### src/verilog/dss_pkg.sv
/*
 * Constants, types and the velocity table for the disk seek sequencer.
 * Assumes a single 200 MHz clock; every time is turned into cycles here.
 */
// Overview of operation
// - Same destination: stay on cylinder, no motion.
// - Tag latches 10-bit destination into cylinder register.
// - New destination: clear on-cylinder, pulse seek interrupt.
// - Control pulses step nibble mux, then head.
// - Destination above 710 is a seek error.
// - Compare addresses: tracks to go, direction.
// - Drive direction line, preset velocity latch.
// - Start only without fault, demod valid, speed good.
// - Load 60 ms timer; expiry is seek error.
// - Set slope select for destination phase.
// - Raise track-follow-n and coarse, then accelerate.
// - One track: release clamp, 16 increments, hold.
// - One track: fine enable low enters fine loop.
// - Multi track: step code every 43 us.
// - Early in seek load counter, crossings decrement.
// - Stop accelerating at table entry, then follow.
// - Decel: update per crossing, clamp pulse, integrate below 40.
// - Fine enable low: coarse, settle low; 0.8 ms later follow.
// - Settle 2.1 ms; loss allows 11 ms, restart.
// - Three crossings while settling is seek error.
// - Success: flasher low, on-cylinder and seek end.
// - Failure: seek error, seek end, status code.
package dss_pkg;

	// ----------------------------------------------------------------
	// Timing
	// ----------------------------------------------------------------
	localparam int unsigned CLK_MHZ        = 200;   // Clock rate
	localparam int unsigned T_TIMEOUT_US   = 60000; // Seek timeout, 60 ms
	localparam int unsigned T_STEP_NS      = 43000; // Accel step, 43 us
	localparam int unsigned T_CAPTURE_US   = 800;   // Capture delay, 0.8 ms
	localparam int unsigned T_SETTLE_US    = 2100;  // Settle check, 2.1 ms
	localparam int unsigned T_REGAIN_US    = 11000; // Regain window, 11 ms
	localparam int unsigned TIMEOUT_CYC    = T_TIMEOUT_US * CLK_MHZ;
	localparam int unsigned STEP_CYC       = T_STEP_NS * CLK_MHZ / 1000;
	localparam int unsigned CAPTURE_CYC    = T_CAPTURE_US * CLK_MHZ;
	localparam int unsigned SETTLE_CYC     = T_SETTLE_US * CLK_MHZ;
	localparam int unsigned REGAIN_CYC     = T_REGAIN_US * CLK_MHZ;

	// ----------------------------------------------------------------
	// Seek limits and profile figures
	// ----------------------------------------------------------------
	localparam logic [9:0] MAX_TRACK   = 10'h2c6; // Highest legal track 710
	localparam logic [9:0] ONE_TRACK   = 10'h001;
	localparam logic [9:0] INTEG_T     = 10'h028; // Integrate below 40
	localparam logic [9:0] LE8_T       = 10'h008;
	localparam logic [4:0] ONE_INCS    = 5'h10;   // One-track increments
	localparam logic [1:0] OVERSHOOT_N = 2'h3;    // Crossings while settling
	localparam logic [9:0] VT_FULL     = 10'h040; // Coast from this distance
	localparam int         DAC_B6      = 6;
	localparam int         DAC_B7      = 7;

	// ----------------------------------------------------------------
	// Status codes for the fault display
	// ----------------------------------------------------------------
	localparam logic [3:0] FC_NONE    = 4'h0;
	localparam logic [3:0] FC_ILLEGAL = 4'h1;
	localparam logic [3:0] FC_COND    = 4'h2;
	localparam logic [3:0] FC_TIMEOUT = 4'h3;
	localparam logic [3:0] FC_REGAIN  = 4'h4;
	localparam logic [3:0] FC_OVER    = 4'h5;
	localparam logic [3:0] FC_FINAL   = 4'h6;

	// ----------------------------------------------------------------
	// Register map (byte addresses, low bits of haddr)
	// ----------------------------------------------------------------
	localparam logic [7:0] A_CTRL   = 8'h00; // en, step pulse, rewind
	localparam logic [7:0] A_STATUS = 8'h04; // flags, code, state
	localparam logic [7:0] A_ADDR   = 8'h08; // destination, present
	localparam logic [7:0] A_HEAD   = 8'h0c; // head address
	localparam logic [7:0] A_MUX    = 8'h10; // multiplexed path
	localparam int         C_EN     = 0;
	localparam int         C_STEP   = 1;
	localparam int         C_REWIND = 2;
	localparam int         PRES_LSB = 16;

	// ----------------------------------------------------------------
	// Carriers
	// ----------------------------------------------------------------
	typedef struct packed {
		logic fault;        // Drive fault present
		logic demod_n;      // Servo demodulator valid, active low
		logic speed_ok;     // Spindle speed good
		logic fine_n;       // Fine enable, active low
		logic oc_sense;     // On-cylinder sense
		logic cyl_pulse;    // Cylinder crossing pulse
		logic guard;        // Inner or outer guard band pulse
	} dss_sense_t;

	typedef struct packed {
		logic       forward_n;      // Low for inward seeks
		logic       vel_latch;      // Velocity measurement preset
		logic       slope;          // Position slope select
		logic       track_follow_n; // Track follow, active low
		logic       coarse;         // Coarse loop select
		logic       settle_in_n;    // Settle in, active low
		logic       integ_clamp;    // Integrator clamp
		logic       t_eq1;          // One track to go
		logic       t_le8;          // Eight or fewer to go
		logic       flasher;        // Enable flasher
		logic [7:0] dac;            // Velocity converter code
	} dss_servo_t;

	typedef enum logic [8:0] {
		ST_IDLE    = 9'h001,
		ST_CHECK   = 9'h002,
		ST_ONE     = 9'h004,
		ST_ACCEL   = 9'h008,
		ST_DECEL   = 9'h010,
		ST_CAPTURE = 9'h020,
		ST_WAIT_OC = 9'h040,
		ST_SETTLE  = 9'h080,
		ST_REGAIN  = 9'h100
	} dss_state_t;

	// Velocity table: demanded code for a distance still to go
	function automatic logic [7:0] vel_table(input logic [9:0] t);
		logic [7:0] v;
		v = (t >= VT_FULL) ? 8'hff : {t[5:0], 2'h3};
		return v;
	endfunction

endpackage

### src/verilog/dss_sync.sv
/*
 * Two-stage synchroniser for a vector of pin inputs.
 * Assumes the inputs are asynchronous levels; the first stage is read
 * only by the second.
 */
`timescale 1ns/1ps
`default_nettype none
module dss_sync #(
	parameter int W = 18
) (
	input  wire logic         clock_i,
	input  wire logic         rst_n_i,
	input  wire logic [W-1:0] d_i,
	output logic      [W-1:0] q_o
);

	// ----------------------------------------------------------------
	// State
	// ----------------------------------------------------------------
	typedef struct packed {
		logic [W-1:0] meta;  // First stage
		logic [W-1:0] sync;  // Second stage
	} dss_sync_st_t;

	dss_sync_st_t r;
	dss_sync_st_t next_r;

	// Per bit shift through both stages
	for (genvar i = 0; i < W; i++) begin : g_bit
		always_comb begin
			next_r.meta[i] = d_i[i];
			next_r.sync[i] = r.meta[i];
		end
	end

	// Register the stages
	always_ff @(posedge clock_i or negedge rst_n_i) begin
		if (!rst_n_i) begin
			r <= '0;
		end else begin
			r <= next_r;
		end
	end

	assign q_o = r.sync;

endmodule
`default_nettype wire

### src/verilog/dss_seq.sv
/*
 * Disk seek sequencer: latches the destination cylinder on the select
 * tag, checks it, runs the coarse velocity profile, the switch to the
 * fine loop and the settle check, and reports on-cylinder or error.
 * Assumes the host holds the bus steady around the tag, servo pins are
 * asynchronous, and software reaches the registers over AHB-Lite.
 */
// Added by the designer: the placing of the registers and the AHB-Lite slave port.
`timescale 1ns/1ps
`default_nettype none
module dss_seq #(
	parameter int unsigned TIMEOUT_CYC = dss_pkg::TIMEOUT_CYC,
	parameter int unsigned STEP_CYC    = dss_pkg::STEP_CYC,
	parameter int unsigned CAPTURE_CYC = dss_pkg::CAPTURE_CYC,
	parameter int unsigned SETTLE_CYC  = dss_pkg::SETTLE_CYC,
	parameter int unsigned REGAIN_CYC  = dss_pkg::REGAIN_CYC
) (
	input  wire logic               clock_i,
	input  wire logic               rst_n_i,
	// Host interface
	input  wire logic               cyl_tag_i,
	input  wire logic [9:0]         cyl_bus_i,
	// Servo
	input  wire dss_pkg::dss_sense_t sense_i,
	output dss_pkg::dss_servo_t     servo_o,
	output logic                    seek_irq_o,
	output logic                    track_reached_flag_o,
	output logic                    positioning_fault_flag_o,
	output logic                    seek_end_o,
	output logic [3:0]              fault_code_o,
	output logic [4:0]              addr_path_o,
	// AHB-Lite slave
	input  wire logic               hsel_i,
	input  wire logic [31:0]        haddr_i,
	input  wire logic [1:0]         htrans_i,
	input  wire logic               hwrite_i,
	input  wire logic [2:0]         hsize_i,
	input  wire logic [31:0]        hwdata_i,
	input  wire logic               hready_i,
	output logic [31:0]             hrdata_o,
	output logic                    hreadyout_o,
	output logic                    hresp_o
);

	// ----------------------------------------------------------------
	// Reset release
	// ----------------------------------------------------------------
	logic [1:0] rst_q;   // Release shift
	logic       rst_n;   // Synchronous copy

	// Assert at once, release after two edges
	always_ff @(posedge clock_i or negedge rst_n_i) begin
		if (!rst_n_i) begin
			rst_q <= 2'h0;
		end else begin
			rst_q <= {rst_q[0], 1'b1};
		end
	end
	assign rst_n = rst_q[1];

	// ----------------------------------------------------------------
	// Pin synchronisers
	// ----------------------------------------------------------------
	localparam int SW = $bits(dss_pkg::dss_sense_t) + 11;

	logic [SW-1:0]        sync_q;  // Synchronised pins
	dss_pkg::dss_sense_t  s;       // Synchronised sense
	logic                 s_tag;   // Synchronised tag
	logic [9:0]           s_bus;   // Synchronised bus

	dss_sync #(.W(SW)) u_sync (
		.clock_i (clock_i),
		.rst_n_i (rst_n),
		.d_i     ({sense_i, cyl_tag_i, cyl_bus_i}),
		.q_o     (sync_q)
	);
	assign {s, s_tag, s_bus} = sync_q;

	// ----------------------------------------------------------------
	// State
	// ----------------------------------------------------------------
	typedef struct packed {
		dss_pkg::dss_state_t st;       // Sequencer state
		dss_pkg::dss_servo_t srv;      // Servo lines
		logic [9:0]          cyl;      // Cylinder address register
		logic [9:0]          present;  // Present cylinder
		logic [4:0]          head;     // Head address
		logic [1:0]          midx;     // Mux step
		logic [4:0]          path;     // Mux output
		logic                en;       // Seeks accepted
		logic                tag_d;    // Tag, last cycle
		logic                cp_d;     // Crossing, last cycle
		logic [9:0]          ttg;      // Tracks to go counter
		logic                loaded;   // Counter loaded
		logic [4:0]          inc;      // One-track increments
		logic [31:0]         tmr;      // Phase timer
		logic [31:0]         tout;     // Seek timeout timer
		logic [31:0]         step;     // Accel step divider
		logic [1:0]          pcnt;     // Crossings while settling
		logic                guard;    // Guard pulse while settling
		logic                on_cyl;   // Track reached
		logic                err;      // Positioning fault
		logic                send;     // Seek end
		logic                irq;      // Seek interrupt one-shot
		logic [3:0]          code;     // Status code
		logic                ap_wr;    // Write in data phase
		logic [7:0]          ap_addr;  // Data phase address
		logic [31:0]         rdata;    // Read data
		logic                ready;    // Ready out
	} dss_st_t;

	dss_st_t r;
	dss_st_t next_r;

	logic       tag_rise;  // Tag leading edge
	logic       cp;        // Crossing edge
	logic       tick;      // Accel step enable
	logic       moving;    // Seek in progress
	logic       fail;      // Seek fails this cycle
	logic       done;      // Seek succeeds this cycle
	logic [3:0] fcode;     // Failure code
	logic [9:0] ttg_dec;   // Counter less one
	logic       ap_ok;     // Valid address phase
	logic [31:0] rd;       // Addressed register

	// ----------------------------------------------------------------
	// Next state
	// ----------------------------------------------------------------
	always_comb begin
		next_r   = r;
		next_r.irq = 1'b0;
		next_r.tag_d = s_tag;
		next_r.cp_d  = s.cyl_pulse;
		tag_rise = s_tag & ~r.tag_d;
		cp       = s.cyl_pulse & ~r.cp_d;
		tick     = (r.step == 32'h0);
		moving   = (r.st != dss_pkg::ST_IDLE) && (r.st != dss_pkg::ST_CHECK);
		fail     = 1'b0;
		done     = 1'b0;
		fcode    = dss_pkg::FC_NONE;
		ttg_dec  = r.ttg - 10'h001;
		// Free timers
		next_r.step = tick ? 32'(STEP_CYC - 1) : r.step - 32'h1;
		if (r.tmr != 32'h0) begin
			next_r.tmr = r.tmr - 32'h1;
		end
		if (r.tout != 32'h0) begin
			next_r.tout = r.tout - 32'h1;
		end
		// Counter follows every crossing of a seek once loaded, down to zero
		if (moving && r.loaded && cp && r.ttg != 10'h0) begin
			next_r.ttg = ttg_dec;
		end
		case (r.st)
			// Wait for a select tag
			dss_pkg::ST_IDLE: begin
				if (tag_rise && r.en) begin
					next_r.cyl = s_bus;
					if (s_bus != r.cyl) begin
						next_r.on_cyl = 1'b0;
						next_r.irq    = 1'b1;
						next_r.err    = 1'b0;
						next_r.send   = 1'b0;
						next_r.code   = dss_pkg::FC_NONE;      // Old code must not outlive its seek
						next_r.st     = dss_pkg::ST_CHECK;
					end
					// Equal address leaves everything as it is
				end
			end
			// Check address and conditions, preset lines
			dss_pkg::ST_CHECK: begin
				next_r.srv.forward_n = ~(r.cyl > r.present);
				next_r.ttg = (r.cyl > r.present) ? r.cyl - r.present
				                                 : r.present - r.cyl;
				next_r.srv.dac = 8'h00;
				next_r.srv.vel_latch = r.srv.dac[dss_pkg::DAC_B6] ^
				                       r.srv.dac[dss_pkg::DAC_B7] ^
				                       ~(r.cyl > r.present);
				next_r.loaded = 1'b0;
				next_r.inc    = 5'h00;
				if (r.cyl > dss_pkg::MAX_TRACK) begin
					fail  = 1'b1;
					fcode = dss_pkg::FC_ILLEGAL;
				end else if (s.fault || s.demod_n || !s.speed_ok) begin
					fail  = 1'b1;
					fcode = dss_pkg::FC_COND;
				end else if (r.cyl == r.present) begin
					done = 1'b1;
				end else begin
					next_r.tout = 32'(TIMEOUT_CYC);
					next_r.step = 32'(STEP_CYC - 1);
					next_r.srv.slope = r.cyl[0];
					next_r.srv.track_follow_n = 1'b1;
					next_r.srv.coarse      = 1'b1;
					next_r.srv.settle_in_n = 1'b1;
					next_r.srv.flasher     = 1'b1;
					if (next_r.ttg == dss_pkg::ONE_TRACK) begin
						next_r.srv.integ_clamp = 1'b0;
						next_r.srv.t_eq1 = 1'b1;
						next_r.srv.t_le8 = 1'b1;
						next_r.st = dss_pkg::ST_ONE;
					end else begin
						next_r.srv.integ_clamp = 1'b1;
						next_r.st = dss_pkg::ST_ACCEL;
					end
				end
			end
			// One track: ramp sixteen steps then hold
			dss_pkg::ST_ONE: begin
				if (tick && r.inc != dss_pkg::ONE_INCS) begin
					next_r.srv.dac = r.srv.dac + 8'h01;
					next_r.inc     = r.inc + 5'h01;
				end
				if (!s.fine_n) begin
					next_r.srv.coarse      = 1'b0;
					next_r.srv.settle_in_n = 1'b0;
					next_r.tmr = 32'(CAPTURE_CYC);
					next_r.st  = dss_pkg::ST_CAPTURE;
				end
			end
			// Multi track: ramp on the step enable
			dss_pkg::ST_ACCEL: begin
				if (tick) begin
					if (r.srv.dac != 8'hff) begin
						next_r.srv.dac = r.srv.dac + 8'h01;
					end
					next_r.loaded = 1'b1;
				end
				if (r.loaded && r.srv.dac >= dss_pkg::vel_table(r.ttg)) begin
					next_r.srv.dac = dss_pkg::vel_table(r.ttg);
					next_r.st = dss_pkg::ST_DECEL;
				end
			end
			// Follow the table crossing by crossing
			dss_pkg::ST_DECEL: begin
				next_r.srv.integ_clamp = (r.ttg >= dss_pkg::INTEG_T);
				next_r.srv.t_le8 = (r.ttg <= dss_pkg::LE8_T);
				next_r.srv.t_eq1 = (r.ttg == dss_pkg::ONE_TRACK);
				if (cp) begin
					next_r.srv.dac = dss_pkg::vel_table(ttg_dec);
					next_r.srv.integ_clamp = 1'b1;
				end
				if (r.ttg == dss_pkg::ONE_TRACK && !s.fine_n) begin
					next_r.srv.coarse      = 1'b0;
					next_r.srv.settle_in_n = 1'b0;
					next_r.tmr = 32'(CAPTURE_CYC);
					next_r.st  = dss_pkg::ST_CAPTURE;
				end
			end
			// Track capture delay, then follow
			dss_pkg::ST_CAPTURE: begin
				if (r.tmr == 32'h0) begin
					next_r.srv.track_follow_n = 1'b0;
					next_r.st = dss_pkg::ST_WAIT_OC;
				end
			end
			// Wait for on-cylinder sense
			dss_pkg::ST_WAIT_OC: begin
				if (s.oc_sense) begin
					next_r.tmr   = 32'(SETTLE_CYC);
					next_r.pcnt  = 2'h0;
					next_r.guard = 1'b0;
					next_r.st    = dss_pkg::ST_SETTLE;
				end
			end
			// Sense must hold for the settle time
			dss_pkg::ST_SETTLE: begin
				if (!s.oc_sense) begin
					next_r.tmr = 32'(REGAIN_CYC);
					next_r.st  = dss_pkg::ST_REGAIN;
				end else if (r.tmr == 32'h0) begin
					if (s.demod_n || r.guard) begin
						fail  = 1'b1;
						fcode = dss_pkg::FC_FINAL;
					end else begin
						done = 1'b1;
					end
				end
			end
			// Sense lost: allow it to return
			dss_pkg::ST_REGAIN: begin
				if (s.oc_sense) begin
					next_r.tmr = 32'(SETTLE_CYC);
					next_r.st  = dss_pkg::ST_SETTLE;
				end else if (r.tmr == 32'h0) begin
					fail  = 1'b1;
					fcode = dss_pkg::FC_REGAIN;
				end
			end
			default: begin
				next_r.st = dss_pkg::ST_IDLE;
			end
		endcase
		// Overshoot and guard pulses while settling
		if (r.st == dss_pkg::ST_SETTLE || r.st == dss_pkg::ST_REGAIN) begin
			if (s.guard) begin
				next_r.guard = 1'b1;
			end
			if (cp) begin
				next_r.pcnt = r.pcnt + 2'h1;
				if (r.pcnt == dss_pkg::OVERSHOOT_N - 2'h1) begin
					fail  = 1'b1;
					fcode = dss_pkg::FC_OVER;
				end
			end
		end
		// Seek timeout overrides the phase, except a success in the same cycle
		if (moving && r.tout == 32'h0 && !done) begin
			fail  = 1'b1;
			fcode = dss_pkg::FC_TIMEOUT;
		end
		// Finish
		if (fail) begin
			next_r.err  = 1'b1;
			next_r.send = 1'b1;
			next_r.code = fcode;
		end else if (done) begin
			next_r.srv.flasher = 1'b0;
			next_r.on_cyl  = 1'b1;
			next_r.send    = 1'b1;
			next_r.code    = dss_pkg::FC_NONE;
			next_r.present = r.cyl;
		end
		if (fail || done) begin
			next_r.srv.coarse      = 1'b0;
			next_r.srv.integ_clamp = 1'b1;
			next_r.srv.dac         = 8'h00;
			next_r.st = dss_pkg::ST_IDLE;
		end
		// Bus: read data for the address phase
		ap_ok = hsel_i & htrans_i[1] & hready_i;
		case (haddr_i[7:0])
			dss_pkg::A_CTRL:   rd = {31'h0, r.en};
			dss_pkg::A_STATUS: rd = {15'h0, r.st, r.code, 1'b0, r.send,
			                         r.err, r.on_cyl};
			dss_pkg::A_ADDR:   rd = {6'h0, r.present, 6'h0, r.cyl};
			dss_pkg::A_HEAD:   rd = {27'h0, r.head};
			dss_pkg::A_MUX:    rd = {25'h0, r.midx, r.path};
			default:           rd = 32'h0;
		endcase
		next_r.ap_wr   = ap_ok & hwrite_i;
		next_r.ap_addr = haddr_i[7:0];
		if (ap_ok && !hwrite_i) begin
			next_r.rdata = rd;
		end
		// Bus: writes in the data phase
		if (r.ap_wr) begin
			case (r.ap_addr)
				dss_pkg::A_CTRL: begin
					next_r.en = hwdata_i[dss_pkg::C_EN];
					if (hwdata_i[dss_pkg::C_REWIND]) begin
						next_r.midx = 2'h0;
					end else if (hwdata_i[dss_pkg::C_STEP]) begin
						next_r.midx = r.midx + 2'h1;
					end
				end
				dss_pkg::A_HEAD: next_r.head = hwdata_i[4:0];
				default: begin
				end
			endcase
		end
		// Multiplexer: two cylinder nibbles, then the top two cylinder bits, then head
		case (next_r.midx)
			2'h0:    next_r.path = {1'b0, r.cyl[3:0]};
			2'h1:    next_r.path = {1'b0, r.cyl[7:4]};
			2'h2:    next_r.path = {3'h0, r.cyl[9:8]};
			default: next_r.path = r.head;
		endcase
	end

	// ----------------------------------------------------------------
	// Register the state
	// ----------------------------------------------------------------
	always_ff @(posedge clock_i or negedge rst_n) begin
		if (!rst_n) begin
			r <= '0;
			r.st <= dss_pkg::ST_IDLE;
			r.en <= 1'b1;
			r.on_cyl <= 1'b1;
			r.ready <= 1'b1;
			r.srv.forward_n <= 1'b1;
			r.srv.settle_in_n <= 1'b1;
			r.srv.integ_clamp <= 1'b1;
		end else begin
			r <= next_r;
		end
	end

	// ----------------------------------------------------------------
	// Outputs
	// ----------------------------------------------------------------
	assign servo_o                  = r.srv;
	assign seek_irq_o               = r.irq;
	assign track_reached_flag_o     = r.on_cyl;
	assign positioning_fault_flag_o = r.err;
	assign seek_end_o               = r.send;
	assign fault_code_o             = r.code;
	assign addr_path_o              = r.path;
	assign hrdata_o                 = r.rdata;
	assign hreadyout_o              = r.ready;
	assign hresp_o                  = 1'b0;

endmodule
`default_nettype wire

### config.mk
export PLATFORM = sky130hd
export DESIGN_NAME = dss_seq
export DESIGN_NICKNAME = d
export VERILOG_FILES = /design/src/verilog/dss_pkg.sv /design/src/verilog/dss_sync.sv /design/src/verilog/dss_seq.sv
export SDC_FILE = /design/constraint.sdc
export NUM_CORES = 1
export LEC_CHECK = 0
export ABC_AREA = 1
export BUFFER_PORTS_ARGS = -buffer_cell sky130_fd_sc_hd__clkbuf_2
export CAP_MARGIN = 20
export CORE_ASPECT_RATIO = 1.1
export CORE_MARGIN = 5
export CORE_UTILIZATION = 25
export DETAILED_ROUTE_END_ITERATION = 10
export GPL_ROUTABILITY_DRIVEN = 1
export PLACE_DENSITY = 0.43
export SYNTH_ARGS = -nofsm -noshare
export SYNTH_HDL_FRONTEND = slang
export SYNTH_SLANG_ARGS = --single-unit
### constraint.sdc
create_clock -name clock_i -period 7.9 [get_ports clock_i]
set_input_delay 0.395 -clock clock_i [delete_from_list [all_inputs] [get_ports clock_i]]
set_output_delay 0.395 -clock clock_i [all_outputs]
set_load 0.02 [all_outputs]
; ---- Word level (Yosys, flattened, before mapping)
; Cells that the tools add are included.
[word_totals]
ff_bits = 264
in_bits = 92
out_inout_bits = 65
wordCells = 291
[classes]
n_addsub = 10
magnitude_cmp = 7
n_eq_ne = 49
mux = 111
bitwise_logic = 14
reduce_logical = 61
[ops]
columns = op, n
row1 = $mux 64, 4
row2 = $mux 32, 7
row3 = $pmux 26 s5, 1
row4 = $pmux 32 s4, 1
row5 = $mux 9, 12
row6 = $logic_not 32->1, 3
row7 = $sub 32x1->32 const B, 3
row8 = $mux 8, 11
row9 = $pmux 9 s8, 1
row10 = $reduce_bool 32->1, 2
row11 = $ne 3x3->1 const B, 12
row12 = $mux 1, 32
row13 = $pmux 8 s4, 1
row14 = $mux 10, 3
row15 = $mux 4, 7
row16 = $eq 8x4->1 const B, 3
row17 = $mux 3, 8
row18 = $mux 7, 3
row19 = $eq 10x1->1 const B, 2
row20 = $ge 10x7->1 const B, 2
row21 = $mux 2, 10
row22 = $sub 10x10->10, 2
row23 = $ne 2x2->1 const B, 9
row24 = $logic_not 8->1, 2
row25 = other kinds (57), 111

; ---- Longest topological paths before layout
; Gate-level depths: netlist (run 1).
[logic_depth]
depth_word = 12
mapped_depth = 21
depth_no_buf = 20

; ---- Modules after synthesis
; A second synthesis (run 1) with hierarchy kept.
[unflattened]
hier_cells = 2042
area_unflattened_um2 = 15458.6
[modules_own_cells]
columns = module, n_inst, cells_each, area_each_um2, seq_area_each_um2
row1 = dss_seq, 1, 2006, 14557.7, 5537.8
row2 = dss_sync, 1, 36, 900.9, 900.9

; ---- Worst setup path before layout (run 1)
; OpenSTA, ideal clock, no wires.
[synth_timing]
path_kind = flip-flop to flip-flop
start = reg r[161] in the netlist's numbering
end = reg r (netlist bit servo_o[4])
setup_ns = 0.117
arrival_ns = 2.282
required_ns = 7.783
path_slack_ns = 5.501
path_stages_with_launch = 17
n_path_buf = 2
synth_period_minus_slack_ns = 2.399
path_cell_list = dfrtp_1 nor2_1 nand3_1 clkbuf_1 nor2_1 ha_1 a21oi_1 nand2_1 nand2_1 o211ai_1 nand2_1 buf_2 a21oi_1 o31ai_1 a21oi_1 nand3_1 nand2_1
[synth_via]
elab_chain_len = 7
elab_cells_between_ends = 14
cone_classes = add/sub: 1 / order compare: 3 / eq/ne: 2 / mux: 6 / reduce/logical: 2
[synth_rtl]
columns = element, line
row1 = from (decl), dss_seq.sv:112  ; dss_st_t r;
row2 = from (signal assigned), dss_seq.sv:385  ; r <= next_r;
row3 = $ge 10x7->1, dss_pkg.sv:124  ; v = (t >= VT_FULL) ? 8'hff : {t[5:0], 2'h3};
row4 = $mux 8, dss_pkg.sv:124
row5 = $ge 8x8->1, dss_seq.sv:229  ; if (r.loaded && r.srv.dac >= dss_pkg::vel_table(r.ttg)) begin
row6 = $logic_and 1x1->1, dss_seq.sv:229
row7 = $mux 8, dss_seq.sv:229
row8 = $pmux 8 s4, dss_seq.sv:154  ; case (r.st)
row9 = $mux 8, dss_seq.sv:324  ; if (fail || done) begin
; Several ways; a longest one is shown, not always the timed one. The select of a mux whose other input is x is not followed.
; A chain may end at the register's enable or synchronous reset.

==> summary.txt, run 1 <==
Setup path
  – Startpoint Class: flop
  – RR Startpoint: r[192]
  – CP Max Fanout: 20
  – CP Capture Type: flop
  – CP arrival: around 4.2 ns
  – Critical path class: reg -> reg
  – CP required: ~8.4 ns
  – Worst r2r path cells: 13
  – FF-to-FF setup slack: between 4 and 5 ns
  – Worst reg2reg endpoint: r[74]
  – Critical path startpoint: r[192]

Power
  – Seq pwr share: 0.354
  – Switching part of the total: 0.414
  – Clock power share: 0.290
  – Peak VDD IR: roughly 0.12 mV
  – Internal power: between 3 and 4 mW
  – Comb pwr share: 0.356
  – Net load switching power: 2.28 mW
  – Pwr dens: about 320 mW/mm2
  – Lkg Pwr: about 8.3 nW

Cells and area
  – # nets final: roughly 2,100
  – Share of cells above drive strength 1: 0.131
  – Reg area: between 0.006 and 0.007 mm2
  – Most common cell after layout, fill and taps aside: nand2_1
  – Non-filler cells, final: approximately 2,800
  – Fillers: around 6,400
  – Antenna cells: 0
  – Post-route cell area: 0.0173 mm2
  – Area of the multi-input gates: between 0.007 and 0.008 mm2
  – Layout Utilization: 0.290
  – Area Overhead vs Synth: 15.3%
  – Most frequent cells in the layout: nand2_1, nor2_1, dfrtp_1

Synthesis
  – Synthesized area per cell: 7.79 um2
  – Syn Std Cell Area: 0.0150 mm2
  – Gate Count Post-Synth: between 1,500 and 2,000
  – Largest family of logic cells by synthesized area: simple AND/OR/NAND/NOR gates
  – Yosys Warn Count: 0
  – Area share of and/or/nand/nor cells after synthesis: 0.291
  – XOR/XNOR share of the synthesized area: 0.0443
  – Share of synthesized cell area in full adder, half adder and majority cells: 0.0352
  – #FFs+latches synth: 257
  – Post-synth top area cell: dfrtp_1
  – Post-synthesis sequential area ratio: 0.429
  – Synth unique cells: 64
  – Multiplexer share of the synthesized area: 0.00225
  – Compound-cell area share of the yosys netlist: 0.0928
  – Post-synthesis async set-or-reset flop share: 1.00
  – Post-synth EDFFs: 0
  – Ys flop type: dfrtp_1
  – Leading post-synthesis cells by cell area: dfrtp_1, nand2_1, nor2_1
  – Synth top area share: 0.418

Global routing
  – Pin count of the biggest net entering global routing: 151
  – Gr usage total: 0.132
  – First-pass GRT wire length: 69.8 mm
  – Initial antenna violation count: 0
  – Vias in the first global route: between 10,000 and 15,000
  – Grt total ovfl: 0

Min path
  – Hold crit path type: in -> reg
  – Hold Startpoint: haddr_i[3]
  – WHS Path Cells: 1
  – Hold endpoint: r[36]

Floorplan
  – Core area: between 0.05 and 0.06 mm2
  – Die width: about 240 um
  – Die Ht: approximately 270 um
  – Core Rows: 94
  – Die area: roughly 0.065 mm2
  – Io pins: 157
  – Initial core utilization: 0.252

Clock network
  – Maximum clock path buffer count: 3
  – Clk sinks: 257
  – Root Buffer: clkbuf_16
  – Num CTS Buffers: 34
  – Resized cells post-CTS: 0
  – H-tree levels: 2
  – Clock Latency Late Sink: 0.56 ns
  – Clock slew at reported path FFs: ~0.06 ns
  – TritonCTS clock tree: done

Routing
  – DR WL/cell: ~15 um
  – Final WL: 42.9 mm
  – # DRC: 0
  – DRT Pass-1 Iters: 5
  – DR vias: roughly 13,000
  – Initial detailed-routing violation count: about 650
  – Post-DRT Antenna Nets: 0
  – Via/cell ratio: approximately 4.5

Place
  – Port Buf Inserts: between 90 and 100
  – Placed insts: around 2,700
  – Setup WS pre-CTS: slightly above 4 ns
  – Post-DP HPWL: between 30 and 40 mm
  – GPL Wtd Cong: about 0.87
  – Post-DP Area: ~0.016 mm2

Timing
  – Worst Setup Slack, final: between 4 and 5 ns
  – Minimum clock period: between 3 and 4 ns
  – Clk_skew: roughly 0.03 ns
  – Crit share post-route: 0.471
  – Max-slew violation count: 0
  – Normalized max-slew margin: 0.375
  – Setup TNS: 0 ns
  – Final hold vios: 0
  – Worst Max-Slew Pin Slew: roughly 0.93 ns
  – Final setup fails: 0
  – RSZ-0062 raised after global routing: no
  – Fmax: about 270 MHz

Status
  – Status: finished, final reports clean

Flow run
  – # Max-Cap Violations: 0
-- through the flow --
stage                     hold WS, ns  total power [mW]
after floorplan                0.0994              3.39
after global placement          0.181              3.92
after detailed placement        0.183              3.94
after CTS                     0.00231              5.61
after global routing           0.0258              5.96
final                          0.0358              5.51
-- registers in the layout, summed over array words and instances (netlist names), 2 cells and up --
| name | flops |
|---|---|
| addr_path_o | 5 |
| fault_code_o | 3 |
| u_sync.next_r | 18 |
| rst_q | 2 |
| r | 163 |
| hrdata_o | 26 |
| u_sync.q_o | 18 |
| servo_o | 18 |
-- worst max path at each step --
| stage | end | slack [ns] | cells past startpoint |
|---|---|---|---|
| after floorplan | addr_path_o[0] | 0.22 | 0 |
| after global placement | r[75] | 4.11 | 13 |
| after detailed placement | r[74] | 4.10 | 13 |
| after CTS | r[74] | 4.07 | 13 |
| after global routing | r[74] | 3.80 | 13 |
| final | r[74] | 4.18 | 13 |
-- cell families after synthesis --
kind of cell,Yosys count
compound gates,228
xor+xnor,76
fa+ha+maj,41
buf+inv,347
flops,257
mux,3
other cells,2
simple gates,974
-- power by group through the flow --
stage	Combinational (mW)	Clock, mW	Sequential (mW)
after global placement	1.95	0	1.97
after global routing	2.25	1.71	2.00
final	1.96	1.60	1.95
after detailed placement	1.97	0	1.97
after floorplan	1.52	0	1.87
after CTS	1.99	1.67	1.96
-- per-layer routing --
metal | global-route usage | wire [um] | vias to the layer above
li1 | - | - | 6286
met1 | 0.167 | 19200 | 5979
met2 | 0.231 | 21000 | 179
met3 | 0.0219 | 1520 | 75
met4 | 0.0415 | 1220 | 0
met5 | 0 | 0 | -
-- final cells by class --
type / count / share of cell area
multi-input combinational: 1332 / 0.406
sequential: 257 / 0.372
inverter: 255 / 0.0557
tap: 768 / 0.0555
clock buffer: 47 / 0.0549
timing repair buffer: 123 / 0.0450
clock inverter: 14 / 0.0113
-- cells in the mapped netlist (10+ instances only) --
library cell  count
a21oi_1          69
buf_4            66
clkbuf_1         17
dfrtp_1         251
ha_1             39
inv_1           245
nand2_1         428
nand2_2          17
nand3_1         113
nand4_1          39
nor2_1          258
nor2_2           18
nor3_1           45
nor4_1           12
o21ai_0          76
o21ai_2          16
o22ai_1          10
o31ai_1          16
or2_2            10
xnor2_1          27
xor2_1           49
-- critical path, cell delays in order, from the launching register on --
cell and delay (ns):
dfrtp_1 0.46, ha_1 0.51, nand2_2 0.12, inv_1 0.09, nand3_1 0.08, nor2_1 0.17
nand2_4 0.14, inv_4 0.13, nor2_1 0.10, nand2_2 0.38, nand2_1 0.58, inv_1 0.56
o21ai_0 0.17, a21oi_1 0.14
-- timing repair --
item                                   4_1_cts  5_1_grt
endpoints found under the hold margin       27        0
setup buffers                                0        0
hold buffers                                26        0
(Power assumes the default switching activity.)
==> run 2, diff against run 1 <==
- ABC_AREA: 1 -> 0
- clock period: 7.9 -> 3 ns (I/O delays scaled with it)
==> run 2 against run 1 <==
Net effect:
- critical endpoint is now r[224]
- sequential power rose by 130%
- the run now ends with setup timing left
- cell count fell by 13%
- via count is 12% lower
- combinational power grew 130%
- highest routed layer unchanged
- routed wire length shrank 8.0%
- fmax is 23% higher
- synthesized area decreased by 9.2%
- die area down 8.8%
- sequential cell count is the same
- synthesized cell count decreased by 26%
==> summary.txt, run 2 <==
Min path
  – Hold endpoint: u_sync.next_r[16]
  – Hold Startpoint: sense_i[5]
  – WHS Path Cells: 2 (+1)
  – Hold crit path type: in -> reg

Setup path
  – Critical path class: reg -> reg
  – CP Capture Type: flop
  – CP Max Fanout: 6 (-70%)
  – Worst r2r path cells: 8 (-5)
  – Startpoint Class: flop
  – Crit path buf inv count: 1 (-2)
  – Largest stage delay on the critical path: 0.54 ns (-0.04 ns)
  – CP arrival: 3.42 ns (-0.77 ns)
  – FF-to-FF setup slack: -0.01 ns (-4.19 ns)
  – RR Startpoint: r[140]
  – Worst-path cell chain: or4_4 > or4_4 > or4_4 > o221a_4 > o211ai_4 > buf_6 > nor2_4 > mux2_4
  – Slowest-stage cell, CP: or4_4
  – CP required: 3.41 ns (-4.96 ns)
  – CP delay by family, top: simple AND/OR/NAND/NOR gates
  – Worst reg2reg endpoint: r[224]
  – Worst path most repeated cell: or4_4

Clock network
  – TritonCTS clock tree: done
  – Clock Latency Late Sink: 0.55 ns (about the same)
  – Clock slew at reported path FFs: 0.06 ns (about the same)
  – Maximum clock path buffer count: 3 (unchanged)
  – H-tree levels: 2 (unchanged)
  – Root Buffer: clkbuf_16
  – Clk sinks: 257 (unchanged)
  – Num CTS Buffers: 34 (unchanged)

Floorplan
  – Die width: 233 um (-4.5%)
  – Core area: 0.0538 mm2 (-9.8%)
  – Core Rows: 89 (-5.3%)
  – Initial core utilization: 0.253 (+0.00167)
  – Io pins: 157 (unchanged)
  – Die area: 0.0593 mm2 (-8.8%)
  – Die Ht: 255 um (-4.5%)

Global routing
  – Vias in the first global route: 11,100 (-13%)
  – Gr usage total: 0.132 (+0.000397)
  – Initial antenna violation count: 1 (+1)
  – Grt total ovfl: 0 (unchanged)
  – First-pass GRT wire length: 62.9 mm (-9.8%)
  – Pin count of the biggest net entering global routing: 73 (-52%)

Timing
  – Setup TNS: -0.0241 ns (-0.0241 ns)
  – Crit share post-route: 1.00 (+0.533)
  – Fmax: 332 MHz (+23%)
  – RSZ-0062 raised after global routing: yes
  – Worst Setup Slack, final: -0.0123 ns (-4.19 ns)
  – Final hold vios: 0 (unchanged)
  – Final setup fails: 2 (+2)
  – Minimum clock period: 3.01 ns (-0.706 ns)
  – Max-slew violation count: 0 (unchanged)
  – Clk_skew: 0.0276 ns (-0.00232 ns)
  – Normalized max-slew margin: 0.348 (-0.0266)
  – Worst Max-Slew Pin Slew: 0.975 ns (+0.0413 ns)

Synthesis
  – Most frequent cells after synthesis: dfrtp_1, nand2_1, nor2_1, o21ai_0, xnor2_1
  – Post-synth EDFFs: 0 (unchanged)
  – Post-synthesis sequential area ratio: 0.472 (+0.0435)
  – Gate Count Post-Synth: 1,424 (-26%)
  – Post-synthesis async set-or-reset flop share: 1.00 (unchanged)
  – Synth unique cells: 78 (+22%)
  – Syn Std Cell Area: 0.0136 mm2 (-9.2%)
  – Yosys Warn Count: 0 (unchanged)
  – Synth top area share: 0.461 (+0.0424)
  – Synthesized area per cell: 9.57 um2 (+23%)
  – Ys flop type: dfrtp_1
  – Leading post-synthesis cells by cell area: dfrtp_1, xnor2_1, nand2_1
  – Count leader, synth: dfrtp_1
  – Post-synth top area cell: dfrtp_1
  – #FFs+latches synth: 257 (unchanged)

Place
  – Post-DP HPWL: 29.6 mm (-7.5%)
  – GPL Wtd Cong: 0.812 (-6.6%)
  – Post-DP Area: 0.0158 mm2 (-0.49%)
  – Port Buf Inserts: 92 (unchanged)
  – Placed insts: 2,317 (-14%)
  – Setup WS pre-CTS: -0.248 ns (-4.34 ns)

Cells and area
  – Most flop-heavy register: r
  – # nets final: 1,802 (-16%)
  – Share of cells above drive strength 1: 0.269 (+0.138)
  – Max reg flops: 163 (unchanged)
  – Most common cell after layout, fill and taps aside: dfrtp_1
  – Antenna cells: 0 (unchanged)
  – Area Overhead vs Synth: 30.4%
  – Post-route cell area: 0.0178 mm2 (+2.6%)
  – Non-filler cells, final: 2,420 (-13%)
  – Most frequent cells in the layout: dfrtp_1, buf_4, nand2_1

Routing
  – Post-DRT Antenna Nets: 0 (unchanged)
  – DR WL/cell: 16.3 um (+6.3%)
  – Initial detailed-routing violation count: 603 (-6.7%)
  – # DRC: 0 (unchanged)
  – Via/cell ratio: 4.55 (+1.7%)
  – Final WL: 39.5 mm (-8.0%)
  – DRT Pass-1 Iters: 6 (+1)
  – DR vias: 11,000 (-12%)

Flow run
  – # Max-Cap Violations: 0 (unchanged)

Power
  – Peak VDD IR: 0.515 mV (+340%)
  – Comb pwr share: 0.336 (-0.020)
  – Clock power share: 0.317 (+0.027)
  – Internal power: 8.79 mW (+170%)
  – Total Power: 13.1 mW (+140%)
  – Seq pwr share: 0.347 (-0.007)
  – Switching part of the total: 0.331 (-0.0832)
  – Net load switching power: 4.35 mW (+91%)
  – Pwr dens: 740 mW/mm2 (+130%)
  – Lkg Pwr: 7.96 nW (-4.7%)

Status
  – Status: complete, but fails checks
  – Failing checks: setup timing
==> run 2: through the flow <==
step	utilization	hold WS [ns]
6_report	0.330	0.238
3_5_place_dp	0.294	-0.0613
3_3_place_gp	0.294	-0.0615
4_1_cts	0.324	0.192
2_1_floorplan	-	-0.146
5_1_grt	0.330	0.228
==> run 2: logic make-up (layout without fill, tap and decap cells) <==
family                   after synthesis  count (layout)  synth area share
AND/OR/NAND/NOR                      539             539             0.196
AO/OA/AOI/OAI                        273             273             0.128
flip-flops                           257             257             0.472
buffers and inverters                162             422            0.0625
XOR/XNOR                             114             114            0.0733
adder cells (fa/ha/maj)               42              42            0.0395
multiplexers                          35              35            0.0279
other                                  2              10          0.000551
==> run 2: what timing repair did <==
item | in CTS | in global routing
hold buffers | 35 | 0
setup buffers | 2 | 7
pin swaps | 5 | 23
setup endpoints to repair | 27 | 34
hold endpoints to repair | 35 | 0
gates resized for setup | 22 | 77
==> run 2: area by class of cell <==
| class | instances | area [um2] |
|---|---|---|
| Fill cell | 5558 | 36000 |
| Timing Repair Buffer | 324 | 2370 |
| Clock inverter | 14 | 206 |
| Inverter | 39 | 146 |
| Clock buffer | 45 | 932 |
| Sequential cell | 257 | 6440 |
| Tap cell | 728 | 911 |
| Multi-Input combinational cell | 1013 | 6750 |
==> run 2: layer usage <==
layer	part of all wire	vias to the layer above	global-route usage
li1	-	5431	-
met4	0.021	0	0.0356
met1	0.48	5370	0.184
met3	0.038	50	0.0217
met5	0	-	0
met2	0.46	165	0.216
==> run 2: how the worst max path moves through the flow <==
stage | start | to | slack, ns | cells after the start
4_1_cts | r[145] | r[226] | -0.01 | 8
5_1_grt | r[140] | r[226] | -0.09 | 8
2_1_floorplan | r[120] | r[223] | -0.04 | 10
3_3_place_gp | r[187] | r[221] | -0.21 | 11
6_report | r[140] | r[224] | -0.01 | 8
3_5_place_dp | r[188] | r[221] | -0.25 | 11
==> run 2: power by group through the flow <==
stage / Clock, mW / Combinational (mW) / Sequential, mW
final: 4.16 / 4.42 / 4.56
after global routing: 4.43 / 4.88 / 4.64
after CTS: 4.31 / 4.18 / 4.56
after detailed placement: 0 / 4.03 / 4.60
after global placement: 0 / 3.98 / 4.59
after floorplan: 0 / 2.44 / 4.54
